`config.mk`:
```
export PLATFORM = sky130hd
export DESIGN_NAME = rcbf_top
export DESIGN_NICKNAME = d
export VERILOG_FILES = /design/src/rcbf_pkg.sv /design/src/rcbf_cfg_latch.sv /design/src/rcbf_top.sv
export VERILOG_INCLUDE_DIRS = /design/src
export SDC_FILE = /design/constraint.sdc
export NUM_CORES = 1
export LEC_CHECK = 0
export ABC_AREA = 1
export BUFFER_PORTS_ARGS = -buffer_cell sky130_fd_sc_hd__buf_4
export CORE_ASPECT_RATIO = 1.5
export CORE_MARGIN = 2
export CORE_UTILIZATION = 35
export CTS_CLUSTER_SIZE = 24
export DETAILED_ROUTE_END_ITERATION = 12
export PLACE_DENSITY = 0.62
export SYNTH_ARGS = -nofsm -noshare
export SYNTH_HDL_FRONTEND = slang
export SYNTH_SLANG_ARGS = --single-unit
```
`constraint.sdc`:
```
create_clock -name ref_clk -period 2.16 [get_ports ref_clk]
set_clock_uncertainty 0.2 [all_clocks]
set_input_delay 0.108 -clock ref_clk [delete_from_list [all_inputs] [get_ports ref_clk]]
set_output_delay 0.108 -clock ref_clk [all_outputs]
set_load 0.01 [all_outputs]
```
`src/rcbf_regs.svh`:
```
// register offsets, field positions, reset values and timing counts for the reset config and boot fetch block
`ifndef RCBF_REGS_SVH
`define RCBF_REGS_SVH
`define RCBF_OFF_CTRL        8'h00
`define RCBF_OFF_STATUS      8'h04
`define RCBF_OFF_CONFIG      8'h08
`define RCBF_OFF_SP          8'h0C
`define RCBF_OFF_PC          8'h10
`define RCBF_OFF_STATUS_WORD 8'h14
`define RCBF_OFF_VBP         8'h18
`define RCBF_OFF_MEMCTL      8'h1C
`define RCBF_SP_ADDR         32'h0000_0000
`define RCBF_PC_ADDR         32'h0000_0004
`define RCBF_VBP_RESET       32'h0000_0000
`define RCBF_SW_S_BIT        13
`define RCBF_SW_T_BIT        15
`define RCBF_SW_M_BIT        12
`define RCBF_SW_IPL_LSB      8
`define RCBF_IPL_RESET       3'h7
`define RCBF_STATUS_WORD_RST 16'h2700
`define RCBF_DFLT_CLK_MODE   2'h0
`define RCBF_DFLT_BOOT       2'h0
`define RCBF_DFLT_CHIP_MODE  3'h0
`define RCBF_DFLT_DRIVE      1'h1
`define RCBF_DFLT_ADDR_MODE  2'h3
`define RCBF_DFLT_DBG_SEL    1'h0
`define RCBF_CFG_WIDTH       16
`define RCBF_BOOT_LSB        18
`define RCBF_SETTLE_CYCLES   4
`endif

```
`src/rcbf_pkg.sv`:
```
// types shared by the reset config and boot fetch design
`default_nettype none
package rcbf_pkg;
	typedef enum logic [1:0] {
		RCBF_BOOT_INT32 = 2'h0,
		RCBF_BOOT_EXT16 = 2'h1,
		RCBF_BOOT_EXT8  = 2'h2,
		RCBF_BOOT_EXT32 = 2'h3
	} rcbf_boot_t;
	typedef enum logic [1:0] {
		RCBF_CLK_EXT_NOPLL = 2'h0,
		RCBF_CLK_PLL_1TO1  = 2'h1,
		RCBF_CLK_PLL_EXTRF = 2'h2,
		RCBF_CLK_PLL_XTAL  = 2'h3
	} rcbf_clk_t;
	typedef enum logic [2:0] {
		RCBF_ST_RESET   = 3'h0,
		RCBF_ST_LATCH   = 3'h1,
		RCBF_ST_CSCFG   = 3'h2,
		RCBF_ST_FETCHSP = 3'h3,
		RCBF_ST_FETCHPC = 3'h4,
		RCBF_ST_RUN     = 3'h5,
		RCBF_ST_HALT    = 3'h6
	} rcbf_state_t;
endpackage : rcbf_pkg
`default_nettype wire

```
`src/rcbf_cfg_latch.sv`:
```
// reset configuration capture and clock mode decode
`timescale 1ns/100ps
`default_nettype none
`include "rcbf_regs.svh"
module rcbf_cfg_latch
(
	// clock and reset
	input  wire logic         ref_clk,
	input  wire logic         sys_rst,
	// capture strobe
	input  wire logic         capture,
	// strapping
	input  wire logic         reset_config_enable_n,
	input  wire logic [31:0]  data_pins,
	input  wire logic         debug_port_sel,
	// latched configuration
	output logic [1:0]        boot_sel,
	output logic [1:0]        clk_mode,
	output logic [2:0]        chip_mode,
	output logic              drive_full,
	output logic [1:0]        addr_mode,
	output logic              dbg_sel_jtag,
	output logic [3:0]        clk_onehot
);
	////////////////////////////////////////////////////////////////////////////////
	wire        use_pins    = ~reset_config_enable_n;
	wire [1:0]  boot_d      = use_pins ? data_pins[19:18] : `RCBF_DFLT_BOOT;
	wire [1:0]  clk_d       = use_pins ? data_pins[1:0]   : `RCBF_DFLT_CLK_MODE;
	wire [2:0]  chip_d      = use_pins ? data_pins[4:2]   : `RCBF_DFLT_CHIP_MODE;
	wire        drive_d     = use_pins ? data_pins[5]     : `RCBF_DFLT_DRIVE;
	wire [1:0]  addr_d      = use_pins ? data_pins[7:6]   : `RCBF_DFLT_ADDR_MODE;
	////////////////////////////////////////////////////////////////////////////////
	// values are caught once on the capture pulse and then frozen until next reset
	always_ff @(posedge ref_clk)
	begin
		if (sys_rst)
		begin
			boot_sel     <= `RCBF_DFLT_BOOT;
			clk_mode     <= `RCBF_DFLT_CLK_MODE;
			chip_mode    <= `RCBF_DFLT_CHIP_MODE;
			drive_full   <= `RCBF_DFLT_DRIVE;
			addr_mode    <= `RCBF_DFLT_ADDR_MODE;
			dbg_sel_jtag <= `RCBF_DFLT_DBG_SEL;
		end
		else if (capture)
		begin
			boot_sel     <= boot_d;
			clk_mode     <= clk_d;
			chip_mode    <= chip_d;
			drive_full   <= drive_d;
			addr_mode    <= addr_d;
			dbg_sel_jtag <= debug_port_sel;
		end
	end
	////////////////////////////////////////////////////////////////////////////////
	genvar gi;
	generate
		for (gi = 0; gi < 4; gi = gi + 1)
		begin : g_clk
			assign clk_onehot[gi] = (clk_mode == 2'(gi));
		end
	endgenerate
endmodule : rcbf_cfg_latch
`default_nettype wire

```
`src/rcbf_top.sv`:
```
// reset sequencing, boot vector fetch and axi4-lite status registers
//
// Implementation choices: the AXI4-Lite interface to the registers and the register offsets.
`timescale 1ns/100ps
`default_nettype none
`include "rcbf_regs.svh"
module rcbf_top
#(
	parameter int SETTLE = `RCBF_SETTLE_CYCLES
)
(
	// clock and reset
	input  wire logic         ref_clk,
	input  wire logic         sys_rst,
	// strapping
	input  wire logic         reset_config_enable_n,
	input  wire logic [31:0]  data_pins,
	input  wire logic         debug_port_sel,
	// boot bus
	input  wire logic         bus_grant,
	output logic              rd_req,
	output logic [31:0]       rd_addr,
	output logic              boot_chip_select,
	output logic [1:0]        port_width,
	input  wire logic         rd_ack,
	input  wire logic [31:0]  rd_data,
	input  wire logic         access_err,
	input  wire logic         addr_err,
	// core state
	output logic              core_run,
	output logic              core_halted,
	output logic [31:0]       stack_ptr,
	output logic [31:0]       prog_ctr,
	output logic [15:0]       status_word,
	output logic [31:0]       vector_base_pointer,
	output logic [3:0]        clk_mode_sel,
	output logic              dbg_sel_jtag,
	output logic              local_mem_en,
	// axi4-lite slave
	input  wire logic [7:0]   s_axi_awaddr,
	input  wire logic         s_axi_awvalid,
	output logic              s_axi_awready,
	input  wire logic [31:0]  s_axi_wdata,
	input  wire logic [3:0]   s_axi_wstrb,
	input  wire logic         s_axi_wvalid,
	output logic              s_axi_wready,
	output logic [1:0]        s_axi_bresp,
	output logic              s_axi_bvalid,
	input  wire logic         s_axi_bready,
	input  wire logic [7:0]   s_axi_araddr,
	input  wire logic         s_axi_arvalid,
	output logic              s_axi_arready,
	output logic [31:0]       s_axi_rdata,
	output logic [1:0]        s_axi_rresp,
	output logic              s_axi_rvalid,
	input  wire logic         s_axi_rready
);
	////////////////////////////////////////////////////////////////////////////////
	rcbf_pkg::rcbf_state_t state_q;
	rcbf_pkg::rcbf_state_t state_d;
	logic [7:0]            settle_q;
	logic                  capture;
	logic [1:0]            boot_sel;
	logic [2:0]            chip_mode;
	logic                  drive_full;
	logic [1:0]            addr_mode;
	logic [1:0]            clk_mode;
	logic                  cs_cfg_q;
	logic                  fault_q;
	logic                  mem_en_q;
	logic [31:0]           vbp_q;
	logic [15:0]           sw_q;

	assign capture = (state_q == rcbf_pkg::RCBF_ST_LATCH);

	rcbf_cfg_latch u_cfg
	(
		.ref_clk               (ref_clk),
		.sys_rst               (sys_rst),
		.capture               (capture),
		.reset_config_enable_n (reset_config_enable_n),
		.data_pins             (data_pins),
		.debug_port_sel        (debug_port_sel),
		.boot_sel              (boot_sel),
		.clk_mode              (clk_mode),
		.chip_mode             (chip_mode),
		.drive_full            (drive_full),
		.addr_mode             (addr_mode),
		.dbg_sel_jtag          (dbg_sel_jtag),
		.clk_onehot            (clk_mode_sel)
	);

	////////////////////////////////////////////////////////////////////////////////
	// sequencer
	wire boot_ext    = (boot_sel != rcbf_pkg::RCBF_BOOT_INT32);
	wire any_err     = access_err | addr_err;
	wire in_fetch    = (state_q == rcbf_pkg::RCBF_ST_FETCHSP) | (state_q == rcbf_pkg::RCBF_ST_FETCHPC);
	wire fetch_done  = in_fetch & rd_ack & ~any_err;
	wire settle_end  = (settle_q == 8'(SETTLE - 1));

	always_comb
	begin
		state_d = state_q;
		case (state_q)
			rcbf_pkg::RCBF_ST_RESET:   state_d = rcbf_pkg::RCBF_ST_LATCH;
			rcbf_pkg::RCBF_ST_LATCH:   state_d = rcbf_pkg::RCBF_ST_CSCFG;
			rcbf_pkg::RCBF_ST_CSCFG:
			begin
				if (settle_end && bus_grant)
					state_d = rcbf_pkg::RCBF_ST_FETCHSP;
			end
			rcbf_pkg::RCBF_ST_FETCHSP:
			begin
				if (in_fetch && rd_ack && any_err)
					state_d = rcbf_pkg::RCBF_ST_HALT;
				else if (fetch_done)
					state_d = rcbf_pkg::RCBF_ST_FETCHPC;
			end
			rcbf_pkg::RCBF_ST_FETCHPC:
			begin
				if (in_fetch && rd_ack && any_err)
					state_d = rcbf_pkg::RCBF_ST_HALT;
				else if (fetch_done)
					state_d = rcbf_pkg::RCBF_ST_RUN;
			end
			rcbf_pkg::RCBF_ST_RUN:     state_d = rcbf_pkg::RCBF_ST_RUN;
			rcbf_pkg::RCBF_ST_HALT:    state_d = rcbf_pkg::RCBF_ST_HALT;
			default:                   state_d = rcbf_pkg::RCBF_ST_HALT;
		endcase
	end

	// synchronous reset overrides every state, nothing resumes afterwards
	always_ff @(posedge ref_clk)
	begin
		if (sys_rst)
			state_q <= rcbf_pkg::RCBF_ST_RESET;
		else
			state_q <= state_d;
	end

	always_ff @(posedge ref_clk)
	begin
		if (sys_rst || state_q != rcbf_pkg::RCBF_ST_CSCFG)
			settle_q <= 8'h00;
		// held at its end value so the fetch starts as soon as grant arrives
		else if (!settle_end)
			settle_q <= settle_q + 8'h01;
	end

	// boot chip select is marked configured once the settle count elapses
	always_ff @(posedge ref_clk)
	begin
		if (sys_rst)
			cs_cfg_q <= 1'b0;
		else if (state_q == rcbf_pkg::RCBF_ST_CSCFG && settle_end)
			cs_cfg_q <= 1'b1;
	end

	always_ff @(posedge ref_clk)
	begin
		if (sys_rst)
			fault_q <= 1'b0;
		// sticky until reset so software can tell a halted boot from a slow one
		else if (in_fetch && rd_ack && any_err)
			fault_q <= 1'b1;
	end

	always_ff @(posedge ref_clk)
	begin
		if (sys_rst)
		begin
			stack_ptr <= 32'h0000_0000;
			prog_ctr  <= 32'h0000_0000;
		end
		// vectors land only on a clean acknowledge, a faulted word is never loaded
		else if (fetch_done && state_q == rcbf_pkg::RCBF_ST_FETCHSP)
			stack_ptr <= rd_data;
		else if (fetch_done && state_q == rcbf_pkg::RCBF_ST_FETCHPC)
			prog_ctr  <= rd_data;
	end

	assign rd_req           = in_fetch;
	assign rd_addr          = (state_q == rcbf_pkg::RCBF_ST_FETCHPC) ? `RCBF_PC_ADDR : `RCBF_SP_ADDR;
	assign boot_chip_select = in_fetch & boot_ext & cs_cfg_q;
	assign port_width       = boot_sel;
	assign core_run         = (state_q == rcbf_pkg::RCBF_ST_RUN);
	assign core_halted      = (state_q == rcbf_pkg::RCBF_ST_HALT);

	////////////////////////////////////////////////////////////////////////////////
	// axi4-lite write path; core registers software may alter only while running
	logic       aw_got_q;
	logic       w_got_q;
	logic [7:0] aw_addr_q;
	logic [31:0] w_data_q;
	logic [3:0] w_strb_q;
	logic       bvalid_q;
	logic [1:0] bresp_q;

	wire do_write   = aw_got_q & w_got_q & ~bvalid_q;
	wire wr_known   = (aw_addr_q == `RCBF_OFF_STATUS_WORD) | (aw_addr_q == `RCBF_OFF_VBP) |
	                  (aw_addr_q == `RCBF_OFF_MEMCTL) | (aw_addr_q == `RCBF_OFF_CTRL);
	wire wr_sw      = do_write & (aw_addr_q == `RCBF_OFF_STATUS_WORD) & core_run;
	wire wr_vbp     = do_write & (aw_addr_q == `RCBF_OFF_VBP) & core_run;
	wire wr_mem     = do_write & (aw_addr_q == `RCBF_OFF_MEMCTL) & core_run & w_strb_q[0];

	assign s_axi_awready = ~aw_got_q & ~bvalid_q;
	assign s_axi_wready  = ~w_got_q & ~bvalid_q;
	assign s_axi_bvalid  = bvalid_q;
	assign s_axi_bresp   = bresp_q;

	always_ff @(posedge ref_clk)
	begin
		if (sys_rst)
		begin
			aw_got_q  <= 1'b0;
			w_got_q   <= 1'b0;
			aw_addr_q <= 8'h00;
			w_data_q  <= 32'h0000_0000;
			w_strb_q  <= 4'h0;
			bvalid_q  <= 1'b0;
			bresp_q   <= 2'h0;
		end
		else
		begin
			if (s_axi_awvalid && s_axi_awready)
			begin
				aw_got_q  <= 1'b1;
				aw_addr_q <= s_axi_awaddr;
			end
			if (s_axi_wvalid && s_axi_wready)
			begin
				w_got_q  <= 1'b1;
				w_data_q <= s_axi_wdata;
				w_strb_q <= s_axi_wstrb;
			end
			if (do_write)
			begin
				aw_got_q <= 1'b0;
				w_got_q  <= 1'b0;
				bvalid_q <= 1'b1;
				bresp_q  <= wr_known ? 2'h0 : 2'h2;
			end
			else if (bvalid_q && s_axi_bready)
				bvalid_q <= 1'b0;
		end
	end

	// byte-lane merge for the word-wide registers
	function automatic logic [31:0] rcbf_merge(input logic [31:0] old, input logic [31:0] nw, input logic [3:0] be);
		logic [31:0] r;
		r = old;
		for (int i = 0; i < 4; i++)
			if (be[i])
				r[i*8 +: 8] = nw[i*8 +: 8];
		return r;
	endfunction : rcbf_merge

	// status word is 16 bits wide, the two upper byte lanes of a write are dropped
	wire [31:0] sw_merged = rcbf_merge({16'h0000, sw_q}, w_data_q, w_strb_q);

	always_ff @(posedge ref_clk)
	begin
		if (sys_rst)
		begin
			sw_q     <= `RCBF_STATUS_WORD_RST;
			vbp_q    <= `RCBF_VBP_RESET;
			mem_en_q <= 1'b0;
		end
		else
		begin
			if (wr_sw)
				sw_q <= sw_merged[15:0];
			if (wr_vbp)
				vbp_q <= rcbf_merge(vbp_q, w_data_q, w_strb_q);
			if (wr_mem)
				mem_en_q <= w_data_q[0];
		end
	end

	assign status_word         = sw_q;
	assign vector_base_pointer = vbp_q;
	assign local_mem_en        = mem_en_q;

	////////////////////////////////////////////////////////////////////////////////
	// axi4-lite read path
	logic        rvalid_q;
	logic [31:0] rdata_q;
	logic [1:0]  rresp_q;

	wire [31:0] stat_word = {22'h00_0000, fault_q, cs_cfg_q, core_halted, core_run, 3'h0, state_q};
	wire [31:0] cfg_word  = {16'h0000, 3'h0, dbg_sel_jtag, addr_mode, drive_full, chip_mode, clk_mode, 2'h0, boot_sel};
	// out-of-range or unaligned offsets answer slverr with zero data
	wire        rd_known  = (s_axi_araddr <= `RCBF_OFF_MEMCTL) & (s_axi_araddr[1:0] == 2'h0);
	wire [31:0] rd_mux    = (s_axi_araddr == `RCBF_OFF_CTRL)        ? 32'h0000_0000 :
	                        (s_axi_araddr == `RCBF_OFF_STATUS)      ? stat_word :
	                        (s_axi_araddr == `RCBF_OFF_CONFIG)      ? cfg_word :
	                        (s_axi_araddr == `RCBF_OFF_SP)          ? stack_ptr :
	                        (s_axi_araddr == `RCBF_OFF_PC)          ? prog_ctr :
	                        (s_axi_araddr == `RCBF_OFF_STATUS_WORD) ? {16'h0000, sw_q} :
	                        (s_axi_araddr == `RCBF_OFF_VBP)         ? vbp_q :
	                        (s_axi_araddr == `RCBF_OFF_MEMCTL)      ? {31'h0000_0000, mem_en_q} :
	                                                                  32'h0000_0000;

	assign s_axi_arready = ~rvalid_q;
	assign s_axi_rvalid  = rvalid_q;
	assign s_axi_rdata   = rdata_q;
	assign s_axi_rresp   = rresp_q;

	always_ff @(posedge ref_clk)
	begin
		if (sys_rst)
		begin
			rvalid_q <= 1'b0;
			rdata_q  <= 32'h0000_0000;
			rresp_q  <= 2'h0;
		end
		else if (s_axi_arvalid && s_axi_arready)
		begin
			rvalid_q <= 1'b1;
			rdata_q  <= rd_mux;
			rresp_q  <= rd_known ? 2'h0 : 2'h2;
		end
		else if (rvalid_q && s_axi_rready)
			rvalid_q <= 1'b0;
	end
endmodule : rcbf_top
`default_nettype wire

```
==> reports/results.txt, run 1 <==
Async SR Flop Fraction: 0%
Comb pwr share: 15.1%
Post-Route WL: 33400 µm
Final Wtd Congestion: 0.923
Core Rows: 73
Synth top area share: 46.8%
post-synthesis cell area: 9380 µm²
DRC: 0
Vias/cell: 4.86
initial antenna violation count: 3
switching part of the total: 26.5%
die area: 28100 µm²
Synth Flop Type: dfxtp_1
Detailed Place HPWL: 24300 µm
CTS max path bufs: 3
Clock transition at path regs: 60 ps
CTS H-tree depth: 1
P per Cell Area: 750 nW/µm²
startpoint type of the worst setup path: register
Arrival @ worst endpoint: 1730 ps
area added between synthesis and finish: 44.4%
critical-path maximum fanout: 6
leakage: 5.76 nW
Routed wire per std cell: 17.1 µm
Crit path max-delay family: flip-flops
most frequent cells after synthesis: dfxtp_1 (219), nor2_1 (166), inv_1 (147)
main combinational cell family by area after synthesis: compound AO/OA/AOI/OAI gates
most area-consuming cells after synthesis: dfxtp_1 (47%), a21oi_1 (7.6%), o21ai_0 (7.3%)
CP Cell Sequence: inv_2 -> nor3_4 -> nor2_2 -> a211oi_1 -> buf_4
clk_lat worst skew: 510 ps
post-synthesis adder-cell area fraction: 0.133%
sequential fraction of the synthesis area: 46.8%
post-synthesis cell count: 1236
cell taking the most area after synthesis: dfxtp_1
part of the power in registers: 43.4%
unique cell type count in the Yosys netlist: 43
simple-gate area share of the yosys netlist: 17.6%
Synth Area in Compound Gates: 23.0%
Slew @ Worst Pin: 751 ps
Final Setup Violations: 0
CP max-delay cell: dfxtp_2
core footprint: 26400 µm²
shortest period the worst path allows: 2040 ps
xor and xnor area share after synthesis: 0.374%
TritonCTS buffer count: 23
Req. time, crit path: 1850 ps
Die Y: 204 µm
number of synthesized flops with an enable pin: 0
initial drt markers: 374
layout cells sized above 1: 24.6%
setup ws final: 120 ps
clock sink count: 219
outcome: finished clean
GRT Overall Usage: 23.1%
max incr delay on CP: 380 ps
grt ovf: 0
Int Power: 7.47 mW
footprint of the multi-input gates: 3990 µm²
Initial Util: 35.5%
Yosys warnings: 0
MaxCap Viol Count: 0
final antenna-violating net count: 0
critical path capture point type: output port
Final Hold Viols: 0
ratio of final minimum period to clock period: 94.4%
sw power: 2.69 mW
non-filler cells in the finished layout: 1959
Max Fclk: 490 MHz
largest net degree at the start of global routing: 79
router iterations before antenna repair: 5
first-pass GRT wire length: 49800 µm
DIE WIDTH: 138 µm
Reg area: 4390 µm²
fin. max-slew vios: 0
Hold Path Depth: 5
CTS tree: built
Slew headroom: 49.9%
Port Buf Inserts: 270
hold_ws: 12.5 ps
Placed Cells: 1804
CP Class: register to output port
instance count on the critical path: 5
Clock Power Share: 41.5%
post-synthesis mux area share: 0%
Via Count: 9518
pre-CTS WS: 212 ps
CTS root buffer: clkbuf_16
dominant cell by count in the synthesized netlist: dfxtp_1
Post-Syn Area per Cell: 7.59 µm²
fillers: 2530
post-synthesis sequential element count: 219
Ports: 326
number of global-route vias before repair: 9301
RSZ-0062 raised after global routing: no
# nets final: 1733
worst reg2reg path depth: 7
WP buf/inv: 2
maximum vdd drop: 501 µV
HP Class: input port to register
TNS Setup: 0 ps
-- kinds of logic (layout without fill, tap and decap cells) --
| kind of cell | count (synthesis) | count (layout) |
|---|---|---|
| AO/OA/AOI/OAI | 392 | 392 |
| other | 1 | 36 |
| buffers and inverters | 249 | 600 |
| AND/OR/NAND/NOR | 370 | 370 |
| XOR/XNOR | 4 | 4 |
| adder cells (fa/ha/maj) | 1 | 1 |
| flip-flops | 219 | 219 |
-- layout make-up --
| cell class | count | area share [%] |
|---|---|---|
| sequential | 219 | 32.4 |
| multi-input combinational | 800 | 29.4 |
| timing repair buffer | 407 | 24.9 |
| clock buffer | 32 | 4.94 |
| inverter | 152 | 4.22 |
| tap | 337 | 3.11 |
| clock inverter | 9 | 0.989 |
| antenna | 3 | 0.0554 |
-- through the flow --
step	util [%]	total power, mW	cell area (µm²)
finish	51.3	10.2	13500
global route	51.3	10.6	13500
CTS	51.2	10.2	13500
detailed placement	44.0	5.80	11600
global placement	44.0	5.78	11600
floorplan	-	5.24	9500
-- what timing repair did --
action / CTS / global route
hold endpoints to repair: 135 / 0
hold buffers: 110 / 0
resized for setup: 0 / 5
buffers inserted: 0 / 1
endpoints found under the setup margin: 0 / 7
-- metal layers --
layer	GRT usage, %	share of wire [%]
met1	23.3	35
met4	13.1	6.0
met2	43.3	53
met3	4.44	6.1
met5	0	0
-- flip-flops by register name (all words and copies together) (netlist names), 3 cells and up --
register	flops
prog_ctr	32
s_axi_rdata	32
stack_ptr	32
vector_base_pointer	32
w_data_q	32
status_word	16
aw_addr_q	8
settle_q	8
w_strb_q	4
state_q	3
u_cfg.chip_mode	3
-- layout by cell type (no fill, tap or decap), types with 3 or more instances in the layout --
cell type      synthesis  routed
xor2_1                 3       3
a21oi_2               30      30
bufinv_16              0       3
nor2_1               166     166
o211ai_1               3       3
nand4_1                9       9
o21ai_0              136     135
clkbuf_16              0      23
buf_12                 0       3
dfxtp_1              219     218
diode_2                0       3
nor2_8                 3       3
inv_2                  4       5
clkbuf_8               0       6
nand3_2                3       3
a211oi_1               9       9
nand2_1              126     125
nand2_2                2       3
nor2_4                 2       3
conb_1                 1      33
a21oi_1              143     143
nand3_1               35      35
nor3_1                 7       7
dlygate4sd3_1          0     110
inv_1                147     146
nor3_2                 3       3
o21ai_1               44      45
buf_4                 33     294
clkbuf_1              47       3
clkinv_2               0       4
nor2_2                 5       4
o22ai_1               21      21
-- tightest hold or removal path, cell delays in order --
cell and delay [ps]:
buf_4 80, nand2_1 80, buf_4 260, nand2_1 100, a21oi_1 50
-- power groups by stage --
| stage | combinational, mW | sequential, mW | clock [mW] |
|---|---|---|---|
| after floorplan | 0.770 | 4.47 | 0 |
| final | 1.54 | 4.41 | 4.21 |
| after global placement | 1.28 | 4.49 | 0 |
| after CTS | 1.52 | 4.41 | 4.29 |
| after detailed placement | 1.30 | 4.50 | 0 |
| after global routing | 1.70 | 4.43 | 4.48 |
-- worst paths after layout --
kind                                 startpoint                  to  slack, ps
worst min-delay path              s_axi_arvalid     s_axi_rdata[23]         10
worst min register to register  s_axi_rdata[18]     s_axi_rdata[18]        260
worst max register to register       state_q[0]  u_cfg.chip_mode[1]        130
worst max-delay path                 state_q[2]    boot_chip_select        120
Note: power is estimated with default switching activity, not from simulation.
==> inputs of run 2 (changes only) <==
--- a/config.mk
+++ b/config.mk
@@ -13,6 +13,7 @@
 export CORE_UTILIZATION = 35
 export CTS_CLUSTER_SIZE = 24
 export DETAILED_ROUTE_END_ITERATION = 12
+export GPL_TIMING_DRIVEN = 0
 export PLACE_DENSITY = 0.62
 export SYNTH_ARGS = -nofsm -noshare
 export SYNTH_HDL_FRONTEND = slang
==> reports/results.txt, run 2 (synthesis gave the netlist of run 1 again) <==
outcome: finished with violations
failing checks: hold timing
Comb pwr share: 15.9% (+0.8 points)
switching part of the total: 27.1% (+0.56 points)
Routed wire per std cell: 18.0 µm (+5.7%)
CTS root buffer: clkbuf_16
reg2reg start: aw_addr_q[0]
Arrival @ worst endpoint: 2270 ps (+540 ps)
Ports: 326 (unchanged)
shortest period the worst path allows: 2080 ps (+35.5 ps)
Post-Route WL: 36800 µm (+10%)
CP max-delay cell: dfxtp_1
MaxCap Viol Count: 0 (unchanged)
number of global-route vias before repair: 9751 (+4.8%)
Core Rows: 73 (unchanged)
fin. max-slew vios: 0 (unchanged)
Die Y: 204 µm (unchanged)
# nets final: 1813 (+4.6%)
Clock transition at path regs: 70 ps (about the same)
Vias/cell: 4.92 (+1.3%)
DIE WIDTH: 138 µm (unchanged)
Hold Startpoint: s_axi_wvalid
max incr delay on CP: 320 ps (-60 ps)
Final Util: 53.0% (+1.7 points)
final antenna-violating net count: 0 (unchanged)
RSZ-0062 raised after global routing: no
initial drt markers: 509 (+36%)
R2R setup slack: 80 ps (-50 ps)
Via Count: 10.0k (+5.4%)
GRT Overall Usage: 25.3% (+2.2 points)
DRC: 0 (unchanged)
Detailed Place HPWL: 27900 µm (+15%)
TNS Setup: 0 ps (unchanged)
area added between synthesis and finish: 49.3%
part of the power in registers: 42.8% (-0.6 points)
clk_lat worst skew: 520 ps (about the same)
P per Cell Area: 737 nW/µm² (-1.7%)
CP Class: register to register
R2R Path End: vector_base_pointer[30]
Reg area: 4390 µm² (about the same)
Slew headroom: 40.4% (-9.6 points)
initial antenna violation count: 2 (-1)
setup ws final: 84.7 ps (-35.5 ps)
grt ovf: 0 (unchanged)
Slew @ Worst Pin: 894 ps (+143 ps)
Final Setup Violations: 0 (unchanged)
footprint of the multi-input gates: 4000 µm² (+0.41%)
Int Power: 7.52 mW (+0.77%)
CTS tree: built
CTS max path bufs: 3 (unchanged)
leakage: 6.00 nW (+4.2%)
clock sink count: 219 (unchanged)
Clock Power Share: 41.2% (-0.3 points)
startpoint type of the worst setup path: register
largest net degree at the start of global routing: 15 (-81%)
commonest non-fill, non-tap cell in the layout: buf_4
hold_ws: -11.2 ps (-23.7 ps)
core footprint: 26400 µm² (unchanged)
critical-path maximum fanout: 10 (+4)
TritonCTS buffer count: 23 (unchanged)
ratio of final minimum period to clock period: 96.1% (+1.6 points)
Initial Util: 35.5% (unchanged)
layout cells sized above 1: 25.6% (+1.0 points)
maximum vdd drop: 644 µV (+28%)
die area: 28100 µm² (unchanged)
pre-CTS WS: -235 ps (-447 ps)
Req. time, crit path: 2350 ps (+500 ps)
Hold Path Depth: 5 (unchanged)
Max Fclk: 482 MHz (-1.7%)
router iterations before antenna repair: 6 (+1)
CP Cell Sequence: nor2_1 -> nand4_2 -> inv_2 -> nand3_2 -> buf_2 -> o21ai_1 -> a21oi_1
sw power: 2.79 mW (+3.7%)
first-pass GRT wire length: 54000 µm (+8.3%)
Port Buf Inserts: 270 (unchanged)
HP Class: input port to register
Final Hold Viols: 1 (+1)
Final Wtd Congestion: 0.956 (+3.6%)
non-filler cells in the finished layout: 2039 (+4.1%)
Hold Path End: w_strb_q[0]
CTS H-tree depth: 1 (unchanged)
most frequent cells in the layout: buf_4 (304), dfxtp_1 (216), nor2_1 (164)
fillers: 2547 (+0.67%)
worst reg2reg path depth: 7 (unchanged)
critical path capture point type: register
Placed Cells: 1875 (+3.9%)
[run 2: worst max path at each step]
stage	from	end	slack [ps]	depth (start not counted)
after floorplan	state_q[2]	stack_ptr[10]	400	8
after global placement	sys_rst	aw_addr_q[6]	-210	6
after detailed placement	sys_rst	aw_addr_q[5]	-240	6
after CTS	state_q[2]	boot_chip_select	40	5
after global routing	aw_addr_q[7]	vector_base_pointer[30]	0.4	9
final	aw_addr_q[0]	vector_base_pointer[30]	80	7
[run 2: area by class of cell]
cell class | instances | share of cell area (%)
Timing Repair Buffer | 390 | 23.0
Tap cell | 337 | 3.01
Multi-Input combinational cell | 800 | 28.6
Buffer | 97 | 4.09
Sequential cell | 219 | 31.3
Antenna cell | 2 | 0.0358
Clock inverter | 12 | 1.08
Clock buffer | 30 | 4.73
Inverter | 152 | 4.08
[run 2: stage by stage]
stage                     hold WS [ps]  power [mW]  cell area, µm²
after global placement             162        5.83           11900
after global routing              83.4        10.7           14000
after CTS                         1.91        10.3           14000
after detailed placement           164        5.84           11900
final                            -11.2        10.3           14000
after floorplan                   39.7        5.24            9500
[run 2: routing by layer]
| metal | track usage [%] | share of wire [%] | routed length (µm) | vias up |
|---|---|---|---|---|
| met3 | 4.27 | 6.5 | 2390 | 104 |
| met1 | 26.7 | 36 | 13200 | 4646 |
| met2 | 46.8 | 52 | 19000 | 383 |
| li1 | - | - | - | 4898 |
| met5 | 0 | 0 | 0 | - |
| met4 | 13.8 | 5.8 | 2140 | 0 |
[run 2: timing repair]
action	in CTS	in global routing
resized for setup	1	21
pin swaps	0	1
setup endpoints to repair	4	59
hold endpoints to repair	135	0
setup buffers	0	1
hold buffers	119	0
[run 2: critical path, delay by kind of cell (launching register included)]
kind	cells	cell delay (ps)
AND/OR/NAND/NOR	3	740
buffers and inverters	2	420
flip-flops	1	320
AO/OA/AOI/OAI	2	270
[run 2: power groups by stage]
stage                     sequential (mW)  clock (mW)  combinational [mW]
final                                4.42        4.25                1.64
after global routing                 4.43        4.50                1.81
after CTS                            4.41        4.30                1.60
after detailed placement             4.50           0                1.34
after global placement               4.50           0                1.33
after floorplan                      4.47           0               0.770
==> inputs of run 3 (changes only) <==
--- a/config.mk
+++ b/config.mk
@@ -11,6 +11,7 @@
 export CORE_ASPECT_RATIO = 1.5
 export CORE_MARGIN = 2
 export CORE_UTILIZATION = 35
+export CTS_BUF_LIST = sky130_fd_sc_hd__clkbuf_2 sky130_fd_sc_hd__clkbuf_4 sky130_fd_sc_hd__clkbuf_8
 export CTS_CLUSTER_SIZE = 24
 export DETAILED_ROUTE_END_ITERATION = 12
 export GPL_TIMING_DRIVEN = 0
==> reports/results.txt, run 3 (synthesis gave the netlist of run 1 again) <==
TritonCTS buffer count: 37 (+61%)
Core Rows: 73 (unchanged)
maximum vdd drop: 419 µV (-35%)
P per Cell Area: 720 nW/µm² (-2.4%)
Final Util: 53.1% (about the same)
shortest period the worst path allows: 2090 ps (+15.0 ps)
Die Y: 204 µm (unchanged)
first-pass GRT wire length: 54000 µm (+0.16%)
Initial Util: 35.5% (unchanged)
setup ws final: 69.7 ps (-15.0 ps)
R2R setup slack: 90 ps (about the same)
critical-path maximum fanout: 10 (unchanged)
MaxCap Viol Count: 0 (unchanged)
RSZ-0062 raised after global routing: yes
reg2reg start: aw_addr_q[7]
core footprint: 26400 µm² (unchanged)
Via Count: 10.0k (+0.010%)
ratio of final minimum period to clock period: 96.8% (+0.69 points)
CTS H-tree depth: 2 (+1)
Hold Startpoint: sys_rst
critical path capture point type: register
DIE WIDTH: 138 µm (unchanged)
Vias/cell: 4.87 (-1.1%)
die area: 28100 µm² (unchanged)
commonest non-fill, non-tap cell in the layout: buf_4
Hold Path End: s_axi_rdata[14]
worst reg2reg path depth: 9 (+2)
clock sink count: 219 (unchanged)
grt ovf: 0 (unchanged)
Final Wtd Congestion: 0.956 (unchanged)
R2R Path End: vector_base_pointer[30]
Arrival @ worst endpoint: 2340 ps (+70 ps)
CTS max path bufs: 3 (unchanged)
HP Class: input port to register
Port Buf Inserts: 270 (unchanged)
layout cells sized above 1: 26.6% (+1.0 points)
Final Hold Viols: 0 (-1)
outcome: finished clean
number of global-route vias before repair: 9818 (+0.69%)
DRC: 0 (unchanged)
initial drt markers: 542 (+6.5%)
Final Setup Violations: 0 (unchanged)
hold_ws: 64.6 ps (+75.9 ps)
largest net degree at the start of global routing: 11 (-4)
Hold Path Depth: 3 (-2)
Final Power: 10.1 mW (-2.3%)
Req. time, crit path: 2410 ps (+60 ps)
CTS root buffer: clkbuf_8
fillers: 2555 (+0.31%)
most frequent cells in the layout: buf_4 (304), dfxtp_1 (216), nor2_1 (164)
initial antenna violation count: 2 (unchanged)
Routed wire per std cell: 17.9 µm (-0.91%)
Ports: 326 (unchanged)
Clock transition at path regs: 60 ps (about the same)
Post-Route WL: 36800 µm (+0.16%)
non-filler cells in the finished layout: 2061 (+1.1%)
Slew headroom: 40.8% (+0.47 points)
Max Fclk: 478 MHz (-0.72%)
area added between synthesis and finish: 49.4% (about the same)
Placed Cells: 1875 (unchanged)
Detailed Place HPWL: 27900 µm (unchanged)
Slew @ Worst Pin: 887 ps (-7.03 ps)
startpoint type of the worst setup path: input port
clk_lat worst skew: 520 ps (about the same)
# nets final: 1828 (+0.83%)
final antenna-violating net count: 0 (unchanged)
CTS tree: built
leakage: 6.03 nW (+0.43%)
fin. max-slew vios: 0 (unchanged)
GRT Overall Usage: 25.5% (+0.14 points)
router iterations before antenna repair: 5 (-1)
CP Class: input port to register
pre-CTS WS: -235 ps (unchanged)
==> run 3: cell count changes in the layout (fill, tap and decap cells not counted), sizes merged <==
cell,before,now
clkbuf,77,104
buf,321,323
inv,154,151
dlygate4sd3,119,120
bufinv,3,2
clkinv,6,2
==> run 3: repair_timing <==
action,CTS,global route
endpoints found under the setup margin,4,56
endpoints found under the hold margin,135,0
pin swaps,0,1
setup buffers,0,2
hold buffers,120,0
resized for setup,1,20
==> run 3: per-layer routing <==
| layer | vias to the layer above | wire [µm] | share of wire (%) | global-route usage (%) |
|---|---|---|---|---|
| met1 | 4626 | 13200 | 36 | 26.3 |
| met4 | 0 | 2100 | 5.7 | 14.0 |
| met3 | 94 | 2410 | 6.5 | 4.89 |
| met5 | - | 0 | 0 | 0 |
| li1 | 4927 | - | - | - |
| met2 | 385 | 19100 | 52 | 47.2 |
==> run 3: how the worst max path moves through the flow <==
stage | start | end | slack (ps) | cells after the start
2_1_floorplan | state_q[2] | stack_ptr[10] | 400 | 8
3_3_place_gp | sys_rst | aw_addr_q[6] | -210 | 6
3_5_place_dp | sys_rst | aw_addr_q[5] | -240 | 6
4_1_cts | state_q[2] | boot_chip_select | 30 | 5
5_1_grt | aw_addr_q[7] | vector_base_pointer[14] | -8 | 9
6_report | s_axi_araddr[2] | s_axi_rdata[15] | 70 | 10
==> run 3: report_power, final <==
part | total (mW) | internal, mW | switching (mW)
sequential | 4.42 | 4.25 | 0.168
clock | 4.02 | 2.35 | 1.67
combinational | 1.64 | 0.740 | 0.900
total | 10.1 | 7.35 | 2.74
==> run 3: worst max-delay path, stage by stage <==
cell and delay (ps):
dlygate4sd3_1 560, buf_4 150, inv_1 80, nand2_1 50, nor2_1 150, nand2_1 160
clkbuf_1 310, o21ai_0 480, o211ai_1 130, a21oi_1 140
==> run 3: final cells by class <==
class | count | area [µm²] | area share, %
clock buffers | 59 | 724 | 5.17
plain buffers | 96 | 567 | 4.05
well taps | 337 | 422 | 3.01
clock inverters | 4 | 72.6 | 0.518
repair buffers | 392 | 3260 | 23.2
multi-input cells | 800 | 4010 | 28.6
inverters | 152 | 571 | 4.07
diodes | 2 | 5.00 | 0.0357
flip-flops and latches | 219 | 4390 | 31.3
==> run 3: per-stage QoR <==
| stage | setup TNS (ps) | area [µm²] |
|---|---|---|
| after CTS | 0 | 14000 |
| after global placement | -1530 | 11900 |
| after detailed placement | -1910 | 11900 |
| final | 0 | 14000 |
| after floorplan | 0 | 9500 |
| after global routing | -8.59 | 14000 |
